<file path="src/core/shrp_defs.svh">
`ifndef SHRP_DEFS_SVH
`define SHRP_DEFS_SVH

// frame layout, counted in captured bits
`define SHRP_FRAME_BITS   5'd16
`define SHRP_RW_POS       0
`define SHRP_ADDR_LSB     1
`define SHRP_ADDR_MSB     6
`define SHRP_DATA_LSB     8
`define SHRP_DATA_MSB     15
`define SHRP_DUMMY_CNT    5'd8
`define SHRP_SREG_MSB     15
`define SHRP_RD_OP        1'b1
`define SHRP_WR_OP        1'b0

// register array
`define SHRP_REG_COUNT    64
`define SHRP_REG_DEFAULT  8'h00

// timing
`define SHRP_MCLK_HZ      10000000
`define SHRP_RST_HOLD_MS  10
`define SHRP_RST_CNT_W    17

// synchroniser idle levels: {rst_pin_n, cs_n, sclk, serial_in}
`define SHRP_SYNC_IDLE    4'hc

`endif

</file>
<file path="src/core/shrp_pkg.sv">
package shrp_pkg;
	// transaction phase
	typedef enum logic [1:0] {
		SHRP_IDLE,
		SHRP_SHIFT,
		SHRP_HOLD
	} shrp_state_t;
endpackage

</file>
<file path="src/core/shrp_sync.sv">
`timescale 1ns/1ns
`include "shrp_defs.svh"

module shrp_sync #(
	parameter int           WIDTH = 4,
	parameter logic [3:0]   IDLE  = `SHRP_SYNC_IDLE
) (
	// clock and reset
	input  wire logic               mclk,
	input  wire logic               resetn,
	// asynchronous levels in, synchronised levels out
	input  wire logic [WIDTH-1:0]   async_in,
	output logic      [WIDTH-1:0]   sync_out
);

	logic [WIDTH-1:0] meta_reg;
	logic [WIDTH-1:0] meta_next;
	logic [WIDTH-1:0] sync_reg;
	logic [WIDTH-1:0] sync_next;

	////////////////////////////////////////////////////////////////////////
	// two stages per bit; the first stage feeds only the second
	genvar g;
	generate
		for (g = 0; g < WIDTH; g++) begin : g_bit
			always_comb begin
				meta_next[g] = async_in[g];
				sync_next[g] = meta_reg[g];
			end

			always_ff @(posedge mclk) begin
				if (!resetn) begin
					meta_reg[g] <= IDLE[g];
					sync_reg[g] <= IDLE[g];
				end else begin
					meta_reg[g] <= meta_next[g];
					sync_reg[g] <= sync_next[g];
				end
			end
		end
	endgenerate

	assign sync_out = sync_reg;

endmodule // shrp_sync

</file>
<file path="src/core/shrp_port.sv">
// Behaviour
// - a transaction is exactly sixteen serial clock bit periods
// - serial input is captured on each of the first sixteen rising serial clock edges
// - nothing is committed before all sixteen bits are captured
// - read data on serial output changes on falling serial clock edges
// - first bit chooses operation: zero writes, one reads
// - bits two to seven carry address, bit zero first
// - eighth bit is a dummy, ignored for reads and writes
// - bits nine to sixteen carry write data, bit zero first
// - write data is held and loaded only when chip select goes high
// - read data appears in periods nine to sixteen, bit zero first
// - reset pin low beyond ten milliseconds restores register defaults
`timescale 1ns/1ns
`include "shrp_defs.svh"

module shrp_port #(
	parameter int RST_HOLD_CYC = `SHRP_RST_HOLD_MS * (`SHRP_MCLK_HZ / 1000)
) (
	// clock and reset
	input  wire logic         mclk,
	input  wire logic         resetn,
	// serial host pins
	input  wire logic         cs_n,
	input  wire logic         sclk,
	input  wire logic         serial_in,
	output logic              serial_out,
	output logic              serial_out_oe,
	// hardware reset pin
	input  wire logic         rst_pin_n,
	// register write notification
	output logic              wr_pulse,
	output logic [5:0]        wr_addr,
	output logic [7:0]        wr_data,
	// defaults being applied
	output logic              defaults_active
);

	////////////////////////////////////////////////////////////////////////
	// pin synchronisation

	logic [3:0] pins_s;
	logic       rst_pin_s;
	logic       cs_s;
	logic       sclk_s;
	logic       sin_s;

	shrp_sync #(
		.WIDTH (4),
		.IDLE  (`SHRP_SYNC_IDLE)
	) u_sync (
		.mclk     (mclk),
		.resetn   (resetn),
		.async_in ({rst_pin_n, cs_n, sclk, serial_in}),
		.sync_out (pins_s)
	);

	assign rst_pin_s = pins_s[3];
	assign cs_s      = pins_s[2];
	assign sclk_s    = pins_s[1];
	assign sin_s     = pins_s[0];

	// picks one bit of a byte; used for read shifting and its check
	function automatic logic pick_bit(input logic [7:0] b, input logic [4:0] cnt);
		logic [2:0] idx;
		idx = cnt[2:0];
		return b[idx];
	endfunction

	////////////////////////////////////////////////////////////////////////
	// edge detection on synchronised levels

	logic sclk_d_reg;
	logic cs_d_reg;
	logic sclk_rise;
	logic sclk_fall;
	logic cs_rise;

	always_ff @(posedge mclk) begin
		if (!resetn) begin
			sclk_d_reg <= 1'b0;
			cs_d_reg   <= 1'b1;
		end else begin
			sclk_d_reg <= sclk_s;
			cs_d_reg   <= cs_s;
		end
	end

	assign sclk_rise = sclk_s & ~sclk_d_reg;
	assign sclk_fall = ~sclk_s & sclk_d_reg;
	assign cs_rise   = cs_s & ~cs_d_reg;

	////////////////////////////////////////////////////////////////////////
	// long hold on the reset pin

	localparam logic [`SHRP_RST_CNT_W-1:0] RST_LIM = `SHRP_RST_CNT_W'(RST_HOLD_CYC);

	logic [`SHRP_RST_CNT_W-1:0] rst_cnt_reg;
	logic [`SHRP_RST_CNT_W-1:0] rst_cnt_next;
	logic                       dflt;

	// counts while the pin is low, saturates at the limit
	always_comb begin
		rst_cnt_next = rst_cnt_reg;
		if (rst_pin_s)
			rst_cnt_next = '0;
		else if (rst_cnt_reg != RST_LIM)
			rst_cnt_next = rst_cnt_reg + 1'b1;
	end

	always_ff @(posedge mclk) begin
		if (!resetn)
			rst_cnt_reg <= '0;
		else
			rst_cnt_reg <= rst_cnt_next;
	end

	assign dflt = (rst_cnt_reg == RST_LIM);

	////////////////////////////////////////////////////////////////////////
	// frame receiver

	shrp_pkg::shrp_state_t state_reg;
	shrp_pkg::shrp_state_t state_next;
	logic [4:0]            cnt_reg;
	logic [4:0]            cnt_next;
	logic [15:0]           sreg_reg;
	logic [15:0]           sreg_next;
	logic                  rw_reg;
	logic                  rw_next;
	logic                  commit;

	logic [7:0] mem_reg  [`SHRP_REG_COUNT];
	logic [7:0] mem_next [`SHRP_REG_COUNT];

	// bits shift in from the top so the first bit lands at position zero
	always_comb begin
		state_next = state_reg;
		cnt_next   = cnt_reg;
		sreg_next  = sreg_reg;
		rw_next    = rw_reg;
		commit     = 1'b0;
		case (state_reg)
			shrp_pkg::SHRP_IDLE: begin
				if (!cs_s) begin
					state_next = shrp_pkg::SHRP_SHIFT;
					if (sclk_rise) begin
						sreg_next = {sin_s, sreg_reg[`SHRP_SREG_MSB:1]};
						rw_next   = sin_s;
						cnt_next  = 5'd1;
					end
				end
			end
			shrp_pkg::SHRP_SHIFT: begin
				if (cs_s) begin
					state_next = shrp_pkg::SHRP_IDLE;
					cnt_next   = '0;
				end else if (sclk_rise) begin
					sreg_next = {sin_s, sreg_reg[`SHRP_SREG_MSB:1]};
					if (cnt_reg == '0)
						rw_next = sin_s;
					cnt_next = cnt_reg + 5'd1;
					if (cnt_next == `SHRP_FRAME_BITS)
						state_next = shrp_pkg::SHRP_HOLD;
				end
			end
			shrp_pkg::SHRP_HOLD: begin
				// extra edges after the sixteenth are not captured
				if (cs_rise) begin
					state_next = shrp_pkg::SHRP_IDLE;
					cnt_next   = '0;
					commit     = (rw_reg == `SHRP_WR_OP);
				end
			end
			default: begin
				state_next = shrp_pkg::SHRP_IDLE;
				cnt_next   = '0;
			end
		endcase
		if (cs_s)
			cnt_next = '0;
	end

	always_ff @(posedge mclk) begin
		if (!resetn) begin
			state_reg <= shrp_pkg::SHRP_IDLE;
			cnt_reg   <= '0;
			sreg_reg  <= '0;
			rw_reg    <= `SHRP_WR_OP;
		end else begin
			state_reg <= state_next;
			cnt_reg   <= cnt_next;
			sreg_reg  <= sreg_next;
			rw_reg    <= rw_next;
		end
	end

	////////////////////////////////////////////////////////////////////////
	// register array; dummy bit at position seven is never used

	logic [5:0] frame_addr;
	logic [7:0] frame_data;

	assign frame_addr = sreg_reg[`SHRP_ADDR_MSB:`SHRP_ADDR_LSB];
	assign frame_data = sreg_reg[`SHRP_DATA_MSB:`SHRP_DATA_LSB];

	// a long reset outranks a commit landing in the same cycle
	genvar r;
	generate
		for (r = 0; r < `SHRP_REG_COUNT; r++) begin : g_reg
			always_comb begin
				mem_next[r] = mem_reg[r];
				if (dflt)
					mem_next[r] = `SHRP_REG_DEFAULT;
				else if (commit && frame_addr == 6'(r))
					mem_next[r] = frame_data;
			end

			always_ff @(posedge mclk) begin
				if (!resetn)
					mem_reg[r] <= `SHRP_REG_DEFAULT;
				else
					mem_reg[r] <= mem_next[r];
			end
		end
	endgenerate

	logic       wr_pulse_reg;
	logic [5:0] wr_addr_reg;
	logic [7:0] wr_data_reg;

	// pulse marks a load; address and data follow every commit, even one a long reset blocks
	always_ff @(posedge mclk) begin
		if (!resetn) begin
			wr_pulse_reg <= 1'b0;
			wr_addr_reg  <= '0;
			wr_data_reg  <= '0;
		end else begin
			wr_pulse_reg <= commit & ~dflt;
			wr_addr_reg  <= commit ? frame_addr : wr_addr_reg;
			wr_data_reg  <= commit ? frame_data : wr_data_reg;
		end
	end

	////////////////////////////////////////////////////////////////////////
	// read-back driver

	logic [7:0] rd_byte_reg;
	logic [7:0] rd_byte_next;
	logic       sout_reg;
	logic       sout_next;
	logic       oe_reg;
	logic       oe_next;
	logic       rd_slot;

	// slot is the window between the eighth and sixteenth rising edges
	assign rd_slot = (rw_reg == `SHRP_RD_OP) && !cs_s &&
		(cnt_reg >= `SHRP_DUMMY_CNT) && (cnt_reg < `SHRP_FRAME_BITS);

	// byte is fetched at the dummy edge, giving the output a half period
	always_comb begin
		rd_byte_next = rd_byte_reg;
		sout_next    = sout_reg;
		oe_next      = oe_reg;
		if (state_reg == shrp_pkg::SHRP_SHIFT && sclk_rise && cnt_reg == 5'd7)
			// after eight shifts the address sits one above the direction bit
			rd_byte_next = mem_reg[sreg_next[`SHRP_DATA_MSB-1:`SHRP_DATA_LSB+1]];
		if (sclk_fall && rd_slot) begin
			sout_next = pick_bit(rd_byte_reg, cnt_reg);
			oe_next   = 1'b1;
		end
		if (cs_s)
			oe_next = 1'b0;
	end

	always_ff @(posedge mclk) begin
		if (!resetn) begin
			rd_byte_reg <= '0;
			sout_reg    <= 1'b0;
			oe_reg      <= 1'b0;
		end else begin
			rd_byte_reg <= rd_byte_next;
			sout_reg    <= sout_next;
			oe_reg      <= oe_next;
		end
	end

	////////////////////////////////////////////////////////////////////////
	// outputs

	assign serial_out      = sout_reg;
	assign serial_out_oe   = oe_reg;
	assign wr_pulse        = wr_pulse_reg;
	assign wr_addr         = wr_addr_reg;
	assign wr_data         = wr_data_reg;
	assign defaults_active = dflt;
endmodule // shrp_port

</file>
<file path="config.mk">
export PLATFORM = sky130hd
export DESIGN_NAME = shrp_port
export DESIGN_NICKNAME = d
export VERILOG_FILES = /design/src/core/shrp_pkg.sv /design/src/core/shrp_sync.sv /design/src/core/shrp_port.sv
export VERILOG_INCLUDE_DIRS = /design/src /design/src/core
export SDC_FILE = /design/constraint.sdc
export NUM_CORES = 1
export LEC_CHECK = 0
export BUFFER_PORTS_ARGS = -buffer_cell sky130_fd_sc_hd__buf_2
export CORE_MARGIN = 1.5
export CORE_UTILIZATION = 44
export CTS_CLUSTER_DIAMETER = 100
export DETAILED_ROUTE_END_ITERATION = 8
export PLACE_DENSITY = 0.67
export SLEW_MARGIN = 20
export SYNTH_ARGS = -nofsm -noshare
export SYNTH_HDL_FRONTEND = slang
export SYNTH_HIERARCHICAL = 1
export SYNTH_SLANG_ARGS = --single-unit
</file>
<file path="constraint.sdc">
create_clock -name mclk -period 2.5 [get_ports mclk]
set_clock_uncertainty 0.15 [all_clocks]
set_input_delay 0.25 -clock mclk [delete_from_list [all_inputs] [get_ports mclk]]
set_output_delay 0.25 -clock mclk [all_outputs]
set_load 0.1 [all_outputs]
</file>
After elaboration in Yosys (flattened, before gate mapping)
Memories as Yosys holds them, arrays and structs flattened. A register that Yosys moved wholly into a read port is not among the register bits.
Index checks and enable logic that the tools add are counted.
Widths: inputs -> output; s select.
- flip-flop bits (word level): 68
- bits in writable memories: 512
- bits of input ports: 6
- output and inout port bits: 18
- memories: 1
- memory list (name ; words ; width ; read ports ; clocked after Yosys merged registers in ; write ports ; RTL line ; text):
    mem_reg ; 64 ; 8 ; 1 ; 1 ; 64 ; shrp_port.sv:132 ; logic [7:0] mem_reg [`SHRP_REG_COUNT];
- $add $sub $neg: 2
- $lt $le $gt $ge: 3
- equality and inequality tests: 141
- muxes and demuxes: 217
- bitwise gates (word level): 75
- reduce and logical (&&, ||, !) cells: 147
- operators by type and width (kind ; count):
    $mux 8 ; 192
    $eq 6x6->1 const B ; 32
    $ne 2x2->1 const B ; 70
    $reduce_and 2->1 ; 64
    $eq 6x5->1 const B ; 16
    $logic_and 1x1->1 ; 70
    $or 1x1->1 ; 64
    $eq 6x4->1 const B ; 8
    $mux 15 ; 3
    $eq 6x3->1 const B ; 4
    $add 17x1->17 const B ; 1
    $eq 17x17->1 const B ; 1
    $ne 17x17->1 const B ; 1
    $mux 5 ; 3
    $pmux 5 s3 ; 1
    $eq 6x2->1 const B ; 2
    $mux 1 ; 10
    $mux 2 ; 5
    $not 1->1 ; 7
    $eq 6x1->1 const B ; 1
    $logic_not 6->1 ; 1
    $ne 3x2->1 const B ; 2
    $pmux 2 s3 ; 1
    $reduce_and 3->1 ; 2
    18 further kinds ; 24

Longest topological paths before layout
- depth in word-level cells: 8
- depth in mapped cells: 11
- depth with buffers taken out: 9

By module
The synthesis kept the hierarchy.
- modules (own cells, without submodules) (module ; times used ; cells each ; area an instance (um^2) ; sequential area each (um^2)):
    shrp_port ; 1 ; 2736 ; 30212.7 ; 16716.0
    shrp_sync ; 1 ; 16 ; 210.2 ; 160.2

Worst setup path after synthesis
Ideal clock, no wire load.
- path kind: reg-to-reg
- start point: register rst_cnt_reg[2]
- end point: memory mem_reg[29][0], enable pin
- setup time: 0.384 ns
- arrival: 2.194 ns
- setup slack: -0.228 ns
- cell stages (with the launch flop): 8
- path buffers: 2
- cell sequence: dfxtp_1 > or4_1 > nor4_2 > nand2_1 > and2_1 > clkbuf_1 > clkbuf_1 > o21ai_0
- RTL lines (what ; RTL line ; text):
    start, declared ; shrp_port.sv:97 ; logic [`SHRP_RST_CNT_W-1:0] rst_cnt_reg;
    start signal, assigned ; shrp_port.sv:114 ; rst_cnt_reg <= rst_cnt_next;
    end, declared ; shrp_port.sv:132 ;

Final worst setup path
- start point: register state_reg[1]
- end point: register rd_byte_reg[5] (read register of mem_reg)
- cells in the longest elaborated chain, start to end: 3
- RTL lines (what ; RTL line ; text):
    start, declared ; shrp_port.sv:122 ; shrp_pkg::shrp_state_t state_reg;
    start signal, assigned ; shrp_port.sv:185 ; state_reg <= shrp_pkg::SHRP_IDLE;
    start signal, assigned ; shrp_port.sv:190 ; state_reg <= state_next;
    $eq 2x1->1 / $logic_not 2->1 (equally long branches) ; shrp_port.sv:142, shrp_port.sv:264 ;
    $reduce_or 2->1 (no source line) / $logic_and 1x1->1 (equally long branches) ; - ;
    $mux 15 / $logic_and 1x1->1 (equally long branches) ; - ;
    end, declared ; shrp_port.sv:247 ; logic [7:0] rd_byte_reg;
Several ways; a longest one is shown, not always the timed one.
A chain may end at the register's enable or synchronous reset.

==> impl_metrics.ini <==
[synthesis]
syn_area_per_cell_um2 = 11.1
synth.top_cells.by_area = edfxtp_1 51%, mux2i_1 17%, nor2_1 6.7%
synth_top_family_by_area = multiplexers
synth_compound_area_share_pct = 11.2
ys_ff_latch = 587
yosysTopAreaCell = edfxtp_1
synth_ff_type = edfxtp_1
yosysWarnings = 6
yosys.area_share.simple_pct = 12.5
async_reset_ff_share_pct = 0
synth_edf_count = 512
yosysTopAreaCellShare_pct = 50.5
syn_area_mm2 = 0.0304
yosysSeqAreaShare_pct = 55.5
muxShareOfSynthArea_pct = 16.9
syn_inst = 2752
synth_fa_ha_area_share_pct = 0.206
synthDistinctLibCells = 55
synth_nets = 2763
synth-xor-area-share_pct = 0.432

[finish]
fillers = 5374
drive_gt1_share_pct = 26.4
multi_input_area_mm2 = 0.0145
largest_reg_flops = 512
fin_nets = 2993
fin_area_mm2 = 0.0398
seq_area_mm2 = 0.0169
post-route-util_pct = 58.1
diodes = 0
syn_to_final_growth_pct = 30.8

[cts]
cts_tree = done
cts_root_buf = clkbuf_16
clk_pin_slew_ns = 0.06
htreeDepth = 2
cts_max_path_buffers = 3
insertion_delay_ns = 0.65
cts_sinks = 587
cts_buffers = 61

[routing]
wire_per_inst_um = 26.2
drtAntennaViolNets = 0
first_pass_iters = 5
wl_met1_mm = 38.6
drtIter0Drc = 3032
routed_wirelength_mm = 102
wl_met2_mm = 48.2
avgViaCountPerCell = 6.28
drc = 0
vias = 24600
wl_met3_mm = 9.78
topRoutingLayerUsed = met5

[global_route]
grt_pass1_vias = 24100
grt-ovfl-total = 0
grt_pass1_wl_mm = 148
grt_max_degree = 58
track_usage_pct = 27.7
grt_antenna_before_repair = 1

[power_and_ir_drop]
ir_worst_vdd_uv = 620
leakage_nw = 12.2
power.internal_mw = 16.6
clkPwrFrac_pct = 43.8
p_comb_share_pct = 3.9
power_density_mw_per_mm2 = 533
pwr-share-seq_pct = 52.3
swShare_pct = 21.9
fin_total_pwr_mw = 21.2
switching_power_mw = 4.64

[outcome]
status = finished, violations left
violations = setup timing

[timing]
rsz0062_at_grt = true
slew_violations = 0
post-route-period-util_pct = 113
fin_ws_ns = -0.321
slew_headroom_pct = 55.7
setup_viol = 1022
fin_crit_ns = 2.82
fmaxAchievable_mhz = 354
worst_slew_pin_slew_ns = 0.657
hold_viol = 0

[worst_hold_path]
holdPathStages = 3
min_path_type = input port to flop
worstHoldStart = serial_in
worstHoldEndpoint = u_sync/meta_reg[0]$_SDFF_PN0_

[placed_design]
placement.io_buffers = 23
dpl_cell_area_mm2 = 0.0340
gp_congestion = 0.911
dpl.hpwl_mm = 60.6

[setup_path]
cp_num_buf_inv = 3
crit_start = state_reg[1]$_SDFFE_PN0P_
crit_family = simple AND/OR/NAND/NOR gates
path_cells = or4b_4, buf_4, and2_4, buf_12, buf_4, a22oi_1, nand3_2, a41oi_4, nor4_4, a21oi_1
cp_max_fo = 32
path_common_cell = buf_4
ff2ff_path_depth = 10
crit_slowest_cell = or4b_4
crit_required_ns = 2.93
endpoint_kind = flop
rr_endpoint = rd_byte_reg[5]$_SDFFE_PN0P_
worstSetupStartpointType = flop
crit_arrival_ns = 3.25
rr_startpoint = state_reg[1]$_SDFFE_PN0P_
worstSetupPathType = flop to flop
worst-r2r-setup-slack_ns = -0.32
slowest_delay_ns = 0.55

[die]
core_area_mm2 = 0.0685
die_y_um = 266
num_io_pins = 24
die-width_um = 266
start_util_pct = 44.4
die-area_mm2 = 0.0707
num_rows = 96

[job]
drv_cap = 0
==> worst reg2reg max path: cells and delay by family (launching register included) <==
family                 cells  cell delay, ns
AO/OA/AOI/OAI              3            0.68
buffers and inverters      3            0.58
flip-flops                 1            0.32
AND/OR/NAND/NOR            4            1.01
==> power by group through the flow <==
stage               combinational (mW)  clock [mW]  sequential, mW
detailed placement               0.676           0            11.3
global placement                 0.657           0            11.3
floorplan                        0.476           0            11.2
finish                           0.830        9.29            11.1
CTS                              0.797        9.32            11.1
global route                     0.883        9.67            11.1
==> how the worst max path moves through the flow <==
stage                                        end  slack, ns  cells after the start
global route         rd_byte_reg[0]$_SDFFE_PN0P_      -0.36                     11
finish               rd_byte_reg[5]$_SDFFE_PN0P_      -0.32                     10
detailed placement   rd_byte_reg[6]$_SDFFE_PN0P_      -0.41                     11
global placement     rd_byte_reg[4]$_SDFFE_PN0P_      -0.40                      9
CTS                              defaults_active      -0.31                      6
floorplan           mem_reg[47][0]$_SDFFCE_PN0P_      -0.11                      7
==> what timing repair did <==
action,CTS,global route
setup endpoints to repair,798,1036
endpoints found under the hold margin,5,0
pin swaps,100,86
setup buffers,63,16
hold buffers,6,0
resized for setup,233,190
gates cloned,29,14
==> cells in the mapped netlist, drive strengths merged, types with 3 or more instances <==
master / number
a21oi: 15
nand2: 154
nor4: 9
mux2i: 508
o21ai: 141
nand3: 141
nor2b: 6
or3: 5
nor4b: 3
nor3: 4
nand2b: 11
inv: 6
nor2: 547
ha: 5
xnor2: 5
a41oi: 31
nand4: 5
a22oi: 255
xor2: 10
and2: 8
clkbuf: 131
edfxtp: 512
dfxtp: 75
buf: 102
nand3b: 3
a21boi: 30
==> final cells by class <==
type                            instances  area share [%]
Sequential cell                       587            42.4
Multi-Input combinational cell       1926            36.4
Timing Repair Buffer                  400            13.2
Clock buffer                           75            4.25
Tap cell                              882            2.77
Clock inverter                         35           0.814
Inverter                                6          0.0660
==> per-stage QoR <==
stage | hold slack [ns] | setup WS, ns | setup TNS [ns] | instances
after floorplan | 0.173 | -0.106 | -28.05 | 2752
after global placement | 0.260 | -0.396 | -25.99 | 3684
after detailed placement | 0.276 | -0.406 | -38.68 | 3684
after CTS | 0.166 | -0.312 | -187.73 | 3887
after global routing | 0.202 | -0.362 | -246.67 | 3911
final | 0.183 | -0.321 | -174.59 | 3911
==> logic make-up (layout without fill, tap and decap cells) <==
logic type | count (synthesis) | count (layout)
AO/OA/AOI/OAI | 489 | 489
XOR/XNOR | 15 | 15
buffers and inverters | 239 | 516
multiplexers | 510 | 510
adder cells (fa/ha/maj) | 5 | 5
AND/OR/NAND/NOR | 907 | 907
flip-flops | 587 | 587
==> layer usage <==
metal  track usage, %  vias up
met4             14.1        2
met3             4.60      322
met2             44.9     1355
li1                 -    10700
met1             36.0    12200
met5                0        -
==> layout by cell type (no fill, tap or decap), drive strengths merged, types with 3 or more instances in the layout <==
cell type / netlist / layout
nor2: 547 / 547
edfxtp: 512 / 512
mux2i: 508 / 508
buf: 102 / 379
a22oi: 255 / 255
nand2: 154 / 154
nand3: 141 / 141
o21ai: 141 / 141
clkbuf: 131 / 89
dfxtp: 75 / 75
a41oi: 31 / 31
a21boi: 30 / 30
clkinv: 0 / 24
a21oi: 15 / 15
nand2b: 11 / 11
xor2: 10 / 10
nor4: 9 / 9
inv: 6 / 9
and2: 8 / 8
nor2b: 6 / 6
dlygate4sd3: 0 / 6
nand4: 5 / 5
xnor2: 5 / 5
ha: 5 / 5
bufinv: 0 / 5
or3: 5 / 5
nor3: 4 / 4
nand3b: 3 / 3
clkinvlp: 0 / 3
nor4b: 3 / 3
Power figures use the tool's default switching activity.
